## config.mk

```make
export PLATFORM = sky130hd
export DESIGN_NAME = cosd_top
export DESIGN_NICKNAME = d
export VERILOG_FILES = /design/src/core/cosd_pkg.sv /design/src/core/cosd_fifo.sv /design/src/core/cosd_top.sv
export SDC_FILE = /design/constraint.sdc
export NUM_CORES = 1
export LEC_CHECK = 0
export BUFFER_PORTS_ARGS = -buffer_cell sky130_fd_sc_hd__buf_2
export CORE_MARGIN = 5
export CORE_UTILIZATION = 56
export DETAILED_ROUTE_END_ITERATION = 6
export PLACE_DENSITY = 0.73
export RECOVER_POWER = 25
export REMOVE_ABC_BUFFERS = 1
export SETUP_SLACK_MARGIN = 0.1
export SYNTH_ARGS = -nofsm -noshare
export SYNTH_HDL_FRONTEND = slang
export SYNTH_SLANG_ARGS = --single-unit
```

## constraint.sdc

```tcl
create_clock -name ref_clk -period 5.54 [get_ports ref_clk]
set_input_delay 1.108 -clock ref_clk [delete_from_list [all_inputs] [get_ports ref_clk]]
set_output_delay 1.108 -clock ref_clk [all_outputs]
set_load 0.1 [all_outputs]
```

## src/core/cosd_pkg.sv

```systemverilog
package cosd_pkg;
   localparam int NCH = 32;
   localparam int FIFO_DEPTH = 16;
   localparam int FIFO_AW = 4;
   // register byte addresses on the plain port (byte address = 4 * index)
   localparam logic [7:0] REG_SEL0 = 8'h00;
   localparam logic [7:0] REG_SEL1 = 8'h04;
   localparam logic [7:0] REG_FIFO = 8'h08;
   localparam logic [7:0] REG_STAT = 8'h0C;
   localparam logic [7:0] REG_CTRL = 8'h10;
   localparam logic [7:0] REG_ISTS = 8'h14;
   localparam logic [7:0] REG_IMSK = 8'h18;
   localparam logic [7:0] REG_DATA = 8'h1C;
   // status register fields
   localparam int STAT_EMPTY = 0;
   localparam int STAT_FULL = 1;
   localparam int STAT_CNT_LSB = 8;
   // control register fields
   localparam int CTRL_RWE = 0;
   localparam int CTRL_SEQ = 1;
   localparam logic [1:0] CTRL_RST = 2'h1;
   // interrupt status/mask fields
   localparam int IRQ_EVT = 0;
   localparam int IRQ_OVF = 1;
   localparam int IRQ_NE = 2;
   localparam logic [2:0] IRQ_RST = 3'h0;
   // timing
   localparam real BUS_MHZ = 250.0;
   localparam real SYNC_MHZ = 16.0;
   localparam int SYNC_DIV = int'(BUS_MHZ / SYNC_MHZ);
   localparam real DEB_NS = 1000.0;
   localparam int DEB_CYC = int'(DEB_NS * BUS_MHZ / 1000.0);
   localparam logic [9:0] DEB_CNT = 10'(DEB_CYC);
   localparam logic [4:0] SYNC_CNT = 5'(SYNC_DIV - 1);
   typedef enum logic [1:0] {
      COSD_DATA_ONLY = 2'h0,
      COSD_RISE = 2'h1,
      COSD_FALL = 2'h2,
      COSD_ANY = 2'h3
   } cosd_sel_t;
   typedef struct packed {
      logic [7:0] addr;
      logic [31:0] wdata;
      logic wr;
      logic rd;
   } cosd_req_t;
   typedef enum logic [1:0] {
      COSD_PRIME = 2'h0,
      COSD_IDLE = 2'h1,
      COSD_WRITE = 2'h3
   } cosd_st_t;
endpackage

```

## src/core/cosd_fifo.sv

```systemverilog
`timescale 1ns/1ps
module cosd_fifo (
   // clock and reset
   input wire logic ref_clk,
   input wire logic arst_n,
   // write side
   input wire logic wr_valid,
   input wire logic [31:0] wr_data,
   output logic wr_ready,
   // read side
   input wire logic rd_ready,
   output logic rd_valid,
   output logic [31:0] rd_data,
   output logic [cosd_pkg::FIFO_AW:0] count
);
   logic [31:0] mem [cosd_pkg::FIFO_DEPTH];
   logic [cosd_pkg::FIFO_AW-1:0] wp_r;
   logic [cosd_pkg::FIFO_AW-1:0] rp_r;
   logic [cosd_pkg::FIFO_AW:0] cnt_r;
   logic do_wr;
   logic do_rd;

   assign wr_ready = (cnt_r != (cosd_pkg::FIFO_AW+1)'(cosd_pkg::FIFO_DEPTH));
   assign rd_valid = (cnt_r != '0);
   assign do_wr = wr_valid && wr_ready;
   assign do_rd = rd_ready && rd_valid;
   assign rd_data = mem[rp_r];
   assign count = cnt_r;

   always_ff @(posedge ref_clk) begin
      if (do_wr) begin
         mem[wp_r] <= wr_data;
      end
   end

   always_ff @(posedge ref_clk or negedge arst_n) begin
      if (!arst_n) begin
         wp_r <= '0;
         rp_r <= '0;
         cnt_r <= '0;
      end else begin
         if (do_wr) begin
            wp_r <= wp_r + 1'b1;
         end
         if (do_rd) begin
            rp_r <= rp_r + 1'b1;
         end
         case ({do_wr, do_rd})
            2'b10: cnt_r <= cnt_r + 1'b1;
            2'b01: cnt_r <= cnt_r - 1'b1;
            default: cnt_r <= cnt_r;
         endcase
      end
   end
endmodule

```

## src/core/cosd_top.sv

```systemverilog
`timescale 1ns/1ps
module cosd_top (
   // clock and reset
   input wire logic ref_clk,
   input wire logic arst_n,
   // field inputs
   input wire logic [31:0] din,
   // register port
   input wire logic [7:0] reg_addr,
   input wire logic [31:0] reg_wdata,
   input wire logic reg_wr,
   input wire logic reg_rd,
   output logic [31:0] reg_rdata,
   // interrupt processor
   output logic irq_req,
   output logic irq
);
   cosd_pkg::cosd_req_t req;
   assign req = '{addr: reg_addr, wdata: reg_wdata, wr: reg_wr, rd: reg_rd};

   // 16 MHz sampling enable derived from the bus clock
   logic [4:0] sdiv_r;
   logic stick;
   assign stick = (sdiv_r == cosd_pkg::SYNC_CNT);
   always_ff @(posedge ref_clk or negedge arst_n) begin
      if (!arst_n) begin
         sdiv_r <= '0;
      end else if (stick) begin
         sdiv_r <= '0;
      end else begin
         sdiv_r <= sdiv_r + 5'h01;
      end
   end

   // two-stage synchroniser clocked at the 16 MHz rate
   logic [31:0] sync1_r;
   logic [31:0] sync2_r;
   always_ff @(posedge ref_clk or negedge arst_n) begin
      if (!arst_n) begin
         sync1_r <= '0;
         sync2_r <= '0;
      end else if (stick) begin
         sync1_r <= din;
         sync2_r <= sync1_r;
      end
   end

   // debounce: timer starts on any difference between synced and debounced data
   logic [31:0] deb_r;
   logic [9:0] dcnt_r;
   logic drun_r;
   logic debounce_tick;
   logic primed_r;
   assign debounce_tick = drun_r && (dcnt_r == '0);
   always_ff @(posedge ref_clk or negedge arst_n) begin
      if (!arst_n) begin
         dcnt_r <= '0;
         drun_r <= 1'b0;
      end else if (!drun_r) begin
         if ((sync2_r != deb_r) || !primed_r) begin
            drun_r <= 1'b1;
            dcnt_r <= cosd_pkg::DEB_CNT;
         end
      end else if (dcnt_r == '0) begin
         drun_r <= 1'b0;
      end else begin
         dcnt_r <= dcnt_r - 10'h001;
      end
   end

   // a level that bounces back before the tick is filtered out
   always_ff @(posedge ref_clk or negedge arst_n) begin
      if (!arst_n) begin
         deb_r <= '0;
      end else if (debounce_tick) begin
         deb_r <= sync2_r;
      end
   end

   // registers
   logic [31:0] sel0_r;
   logic [31:0] sel1_r;
   logic [1:0] ctrl_r;
   logic [2:0] ists_r;
   logic [2:0] imsk_r;
   always_ff @(posedge ref_clk or negedge arst_n) begin
      if (!arst_n) begin
         sel0_r <= '0;
         sel1_r <= '0;
         ctrl_r <= cosd_pkg::CTRL_RST;
         imsk_r <= cosd_pkg::IRQ_RST;
      end else if (req.wr) begin
         case (req.addr)
            cosd_pkg::REG_SEL0: sel0_r <= req.wdata;
            cosd_pkg::REG_SEL1: sel1_r <= req.wdata;
            cosd_pkg::REG_CTRL: ctrl_r <= req.wdata[1:0];
            cosd_pkg::REG_IMSK: imsk_r <= req.wdata[2:0];
            default: ;
         endcase
      end
   end

   // per channel selects: channels 0..15 in sel0, 16..31 in sel1, two bits each
   logic [1:0] chan_sel [cosd_pkg::NCH];
   logic [31:0] rise;
   logic [31:0] fall;
   logic [31:0] flag_bits;
   logic [31:0] prev_r;
   logic [31:0] snap_r;
   genvar g;
   generate
      for (g = 0; g < cosd_pkg::NCH; g++) begin : g_ch
         if (g < 16) begin : g_lo
            assign chan_sel[g] = sel0_r[2*g +: 2];
         end else begin : g_hi
            assign chan_sel[g] = sel1_r[2*(g-16) +: 2];
         end
         assign rise[g] = snap_r[g] && !prev_r[g];
         assign fall[g] = !snap_r[g] && prev_r[g];
         always_comb begin
            case (cosd_pkg::cosd_sel_t'(chan_sel[g]))
               cosd_pkg::COSD_DATA_ONLY: flag_bits[g] = 1'b0;
               cosd_pkg::COSD_RISE: flag_bits[g] = rise[g];
               cosd_pkg::COSD_FALL: flag_bits[g] = fall[g];
               cosd_pkg::COSD_ANY: flag_bits[g] = rise[g] | fall[g];
               default: flag_bits[g] = 1'b0;
            endcase
         end
      end
   endgenerate

   // detector on the bus clock: snapshot on tick, compare, then write and update old state on the same edge
   cosd_pkg::cosd_st_t st_r;
   logic chk_r;
   logic flagged;
   logic fifo_wv;
   logic fifo_wready;
   logic fifo_rv;
   logic [31:0] fifo_rdata;
   logic [cosd_pkg::FIFO_AW:0] fifo_cnt;
   logic fifo_pop;
   logic ovf_ev;
   assign flagged = chk_r && (flag_bits != '0);
   assign fifo_wv = (st_r == cosd_pkg::COSD_WRITE);
   assign ovf_ev = fifo_wv && !fifo_wready;

   always_ff @(posedge ref_clk or negedge arst_n) begin
      if (!arst_n) begin
         snap_r <= '0;
         chk_r <= 1'b0;
      end else begin
         chk_r <= debounce_tick && primed_r;
         if (debounce_tick) begin
            snap_r <= sync2_r;
         end
      end
   end

   always_ff @(posedge ref_clk or negedge arst_n) begin
      if (!arst_n) begin
         st_r <= cosd_pkg::COSD_PRIME;
         prev_r <= '0;
         primed_r <= 1'b0;
      end else begin
         case (st_r)
            cosd_pkg::COSD_PRIME: begin
               if (debounce_tick) begin
                  prev_r <= sync2_r;
                  primed_r <= 1'b1;
                  st_r <= cosd_pkg::COSD_IDLE;
               end
            end
            cosd_pkg::COSD_IDLE: begin
               if (flagged) begin
                  st_r <= cosd_pkg::COSD_WRITE;
               end else if (chk_r) begin
                  prev_r <= snap_r;
               end
            end
            cosd_pkg::COSD_WRITE: begin
               // entry goes in this cycle, old state is updated on the same edge
               prev_r <= snap_r;
               st_r <= cosd_pkg::COSD_IDLE;
            end
            default: st_r <= cosd_pkg::COSD_IDLE;
         endcase
      end
   end

   // a full fifo drops the entry; overflow is flagged so software can see the loss
   cosd_fifo u_fifo (
      .ref_clk(ref_clk),
      .arst_n(arst_n),
      .wr_valid(fifo_wv),
      .wr_data(snap_r),
      .wr_ready(fifo_wready),
      .rd_ready(fifo_pop),
      .rd_valid(fifo_rv),
      .rd_data(fifo_rdata),
      .count(fifo_cnt)
   );
   assign fifo_pop = req.rd && (req.addr == cosd_pkg::REG_FIFO);

   // request toward the interrupt processor
   logic pend_r;
   always_ff @(posedge ref_clk or negedge arst_n) begin
      if (!arst_n) begin
         pend_r <= 1'b0;
      end else if (fifo_wv && fifo_wready) begin
         pend_r <= 1'b1;
      end else if (!ctrl_r[cosd_pkg::CTRL_RWE] && fifo_pop) begin
         pend_r <= 1'b0; // release on first read, re-armed if entries remain
      end else if (!fifo_rv) begin
         pend_r <= 1'b0;
      end else if (!ctrl_r[cosd_pkg::CTRL_RWE]) begin
         pend_r <= 1'b1;
      end
   end
   // release-when-empty keeps request high while anything is stored
   assign irq_req = ctrl_r[cosd_pkg::CTRL_RWE] ? fifo_rv : pend_r;

   // sticky status; set wins over a write-one-to-clear in the same cycle
   logic [2:0] iset;
   assign iset = {fifo_rv, ovf_ev, fifo_wv && fifo_wready};
   always_ff @(posedge ref_clk or negedge arst_n) begin
      if (!arst_n) begin
         ists_r <= cosd_pkg::IRQ_RST;
      end else begin
         ists_r <= (ists_r & ~((req.wr && req.addr == cosd_pkg::REG_ISTS) ? req.wdata[2:0] : 3'h0)) | iset;
      end
   end
   assign irq = |(ists_r & imsk_r);

   // read data one cycle after the strobe; unmapped reads return zero
   always_ff @(posedge ref_clk or negedge arst_n) begin
      if (!arst_n) begin
         reg_rdata <= '0;
      end else if (req.rd) begin
         case (req.addr)
            cosd_pkg::REG_SEL0: reg_rdata <= sel0_r;
            cosd_pkg::REG_SEL1: reg_rdata <= sel1_r;
            cosd_pkg::REG_FIFO: reg_rdata <= fifo_rv ? fifo_rdata : 32'h0000_0000;
            cosd_pkg::REG_STAT: reg_rdata <= {19'h0, fifo_cnt, 6'h00, !fifo_wready, !fifo_rv};
            cosd_pkg::REG_CTRL: reg_rdata <= {30'h0, ctrl_r};
            cosd_pkg::REG_ISTS: reg_rdata <= {29'h0, ists_r};
            cosd_pkg::REG_IMSK: reg_rdata <= {29'h0, imsk_r};
            cosd_pkg::REG_DATA: reg_rdata <= deb_r;
            default: reg_rdata <= 32'h0000_0000;
         endcase
      end else begin
         reg_rdata <= 32'h0000_0000;
      end
   end
endmodule

```

==> impl_metrics.csv <==
group,metric,value,unit
cts,cts-root-buf,"clkbuf_16",
route,drtPass1Iterations,7,
critical_path,critPathArrivalTime,2680,ps
critical_path,timing.rr.end,"u_fifo.count[4]",
critical_path,r2r.worst_path.cells,13,
layout,seq_area,0.02204,mm²
logic_synthesis,synth.area.top_cells,"edfxtp_1 47%, dfrtp_1 20%, mux4_2 11%, mux2_2 5.6%, ha_1 3.0%",
route,routed_wire_length_per_instance,28.40,µm
logic_synthesis,number_of_standard_cells_after_synthesis,1910,
cts,cts-hold-fix-buffers,0,
timing,worst_slew_pin_slew,1151,ps
power_and_ir_drop,power_density,319.9,mW/mm²
critical_path,regToRegSetupSlack,1960,ps
route,detail-route-antenna-nets,0,
timing,period_minus_slack,3789,ps
cts,cts_tree,"yes",
global_routing,grt_pass1_vias,18550,
cts,worstSkewPairLatency,630,ps
critical_path,crit_path_max_fanout,5,
logic_synthesis,yosysWarningCount,0,
power_and_ir_drop,combPwrFrac,0.026,
layout,stdcell_count,2881,
power_and_ir_drop,clkPwrFrac,0.443,
layout,multi_input_area,0.01011,mm²
layout,layout-drive-gt1-share,0.2927,
global_routing,grt_first_pass_wirelength,121900,µm
logic_synthesis,yosysTopAreaCell,"edfxtp_1",
logic_synthesis,synth.avg_cell_area,17.14,µm²
power_and_ir_drop,sequentialPowerShare,0.531,
job,maxCapViolCount,0,
power_and_ir_drop,power.internal,0.009337,W
cts,cts_sinks,778,
layout,nNetsFinal,2209,
cts,cts_max_path_bufs,3,
placed_design,dp.cells,2740,
cts,cts_post_setup_buffers_inserted,0,
placed_design,io_buffer_count,109,
cts,htree_num_levels,3,
logic_synthesis,netlist_top_cells_count,"512 x edfxtp_1, 265 x dfrtp_1, 163 x mux2_2, 160 x mux4_2, 116 x nand2_1",
layout,syn_to_final_growth,12.68,%
die,fp.coreArea,0.05781,mm²
logic_synthesis,most_numerous_cell_in_the_yosys_netlist,"edfxtp_1",
logic_synthesis,asyncSetResetFlopFracSynth,0.3419,
placed_design,gpl.final_weighted_congestion,0.9426,
logic_synthesis,synth_edf_count,512,
power_and_ir_drop,worst_vdd_rail_ir_drop,0.2588,mV
status,failed_checks,"design-rule violations",
layout,nFillCells,3985,
die,placement_rows,88,
status,run_status,"finished, violations left",
power_and_ir_drop,report.power.total,0.01180,W
timing,clock-skew-final,15.81,ps
die,horizontal_die_dimension,251.8,µm
timing,timing.setup.tns,0,ps
route,num_vias,18270,
timing,slew_violations,0,
route,vias_per_cell,6.343,
die,dieArea,0.06338,mm²
timing,timing.final.setup_violations,0,
global_routing,initial_antenna_violation_count,2,
die,die_h,251.8,µm
timing,slew_headroom,0.2325,
cts,cts_buffers,77,
cts,cts.reportedPaths.clkPinSlew,60,ps
min_path,min_path_type,"input pin to async pin",
route,totalWireLength,81810,µm
critical_path,r2r-start,"u_fifo.count[0]",
die,io-pin-count,110,
global_routing,globalRouteTotalUtil,0.2596,
power_and_ir_drop,power.leakage,12.07,nW
timing,post-route-period-util,0.6839,
critical_path,critPathLaunchType,"flip-flop",
power_and_ir_drop,p_switching,0.002463,W
cts,cts-resized-gates,0,
timing,timing_hold_violations_final,0,
logic_synthesis,synth-main-ff-cell,"edfxtp_1",
power_and_ir_drop,power.share.switching,0.2087,
placed_design,detailedPlacementHpwl,50830,µm
critical_path,timing.setup.critical_path_class,"flip-flop to primary output",
route,drt_drc_violations_left,17,
route,initialDrtViolationCount,2091,
global_routing,grt.overflow.total,0,
critical_path,required,4430,ps
global_routing,largest_net_degree_at_the_start_of_global_routing,127,
die,initial_utilization,0.5662,
logic_synthesis,synth.lib_cells_used.distinct,55,
logic_synthesis,synth_sequential_area_ratio,0.6731,
logic_synthesis,synthDominantCellAreaShare,0.4697,
timing,max_freq,0.2640,GHz
timing,grt_setup_unrepaired,"false",
logic_synthesis,syn-cell-area,0.03273,mm²
critical_path,critical_path.endpoint_type,"primary output",
logic_synthesis,postSynthRegisterBits,778,
-- power by group through the flow --
stage          logic (W)  registers [W]  clock network [W]
3_3_place_gp    0.000301        0.00638                  0
5_1_grt         0.000333        0.00627            0.00555
6_report        0.000302        0.00627            0.00523
2_1_floorplan   0.000150        0.00638                  0
4_1_cts         0.000309        0.00626            0.00530
3_5_place_dp    0.000307        0.00638                  0
-- how the worst max path moves through the flow --
stage / start / endpoint / slack (ps) / cells after the start
5_1_grt: u_fifo.count[1] / irq_req / 1650 / 4
6_report: u_fifo.count[0] / irq_req / 1750 / 4
4_1_cts: u_fifo.count[1] / irq_req / 1780 / 4
3_3_place_gp: reg_addr[5] / u_fifo.count[4] / 1800 / 14
2_1_floorplan: u_fifo.rp_r[0] / reg_rdata[30] / -1100 / 4
3_5_place_dp: reg_addr[5] / u_fifo.count[4] / 1610 / 14
-- registers in the layout (all words and copies together) (netlist names), 3 cells and up --
name and count:
sync2_r 32, reg_rdata 32, sel1_r 32, u_fifo.count 5, dcnt_r 10, imsk_r 3, snap_r 32, u_fifo.rp_r 4
u_fifo.mem 512, sel0_r 32, sdiv_r 5, sync1_r 32, prev_r 32, ists_r 3, u_fifo.wp_r 4
-- cell usage in the layout, fill, tap and decap left out, types with 4 or more instances in the layout --
| master | netlist | final |
|---|---|---|
| edfxtp_1 | 512 | 512 |
| dfrtp_1 | 265 | 262 |
| mux2_2 | 163 | 163 |
| mux4_2 | 160 | 160 |
| nand2_1 | 116 | 116 |
| buf_2 | 17 | 108 |
| inv_1 | 92 | 92 |
| ha_1 | 78 | 78 |
| clkbuf_16 | 0 | 78 |
| mux2i_1 | 74 | 74 |
| o21ai_0 | 61 | 61 |
| buf_4 | 3 | 41 |
| nor2_1 | 50 | 35 |
| xnor2_1 | 35 | 35 |
| nor2b_1 | 32 | 32 |
| a222oi_1 | 32 | 32 |
| clkbuf_1 | 49 | 18 |
| nand3_1 | 16 | 16 |
| nor2_4 | 0 | 15 |
| nand4_1 | 15 | 15 |
| o22ai_1 | 14 | 14 |
| clkinv_2 | 0 | 13 |
| nor4_1 | 12 | 11 |
| clkinv_1 | 0 | 11 |
| a21oi_1 | 10 | 10 |
| xor2_1 | 10 | 10 |
| nor3_1 | 14 | 9 |
| a31oi_1 | 9 | 9 |
| o211ai_1 | 7 | 7 |
| bufinv_16 | 0 | 7 |
| nor3_2 | 1 | 6 |
| nand2b_1 | 5 | 5 |
| clkbuf_8 | 0 | 5 |
| a22o_1 | 4 | 4 |
-- kinds of logic after synthesis --
| group | share of synthesized area |
|---|---|
| xor+xnor | 0.01204 |
| buf+inv | 0.02255 |
| mux | 0.1888 |
| compound gates | 0.03215 |
| simple gates | 0.04090 |
| fa+ha+maj | 0.03043 |
| flops | 0.6731 |
-- routing by layer --
metal	vias up	share of wire	GRT usage
met2	988	0.46	0.3945
met3	164	0.11	0.07515
met1	9470	0.40	0.3721
li1	7647	-	-
met5	-	0.0022	0.01880
met4	4	0.030	0.07563
-- worst max-delay path, cell delays in order (launching register included) --
cell     delay [ps]
dfrtp_1         440
nor4_1          630
nor2b_1         540
a21oi_1         140
buf_2           310
-- metrics by stage --
step	cell area (µm²)	utilization	setup slack (ps)	hold WS [ps]
detailed placement	34360	0.5944	1605	461.7
finish	36880	0.6380	1751	462.9
global placement	34360	0.5944	1804	443.4
CTS	36880	0.6380	1777	469.6
floorplan	32340	-	-1105	432.9
global route	36880	0.6380	1654	502.3
-- cell type report --
class / instances / share of cell area
clock inverter: 39 / 0.01167
multi-input combinational: 953 / 0.2742
antenna: 1 / 0.00006785
sequential: 778 / 0.5976
inverter: 92 / 0.009363
timing repair buffer: 152 / 0.02449
clock buffer: 101 / 0.05662
tap: 765 / 0.02595
No activity file was read; power rests on OpenSTA's default activity.
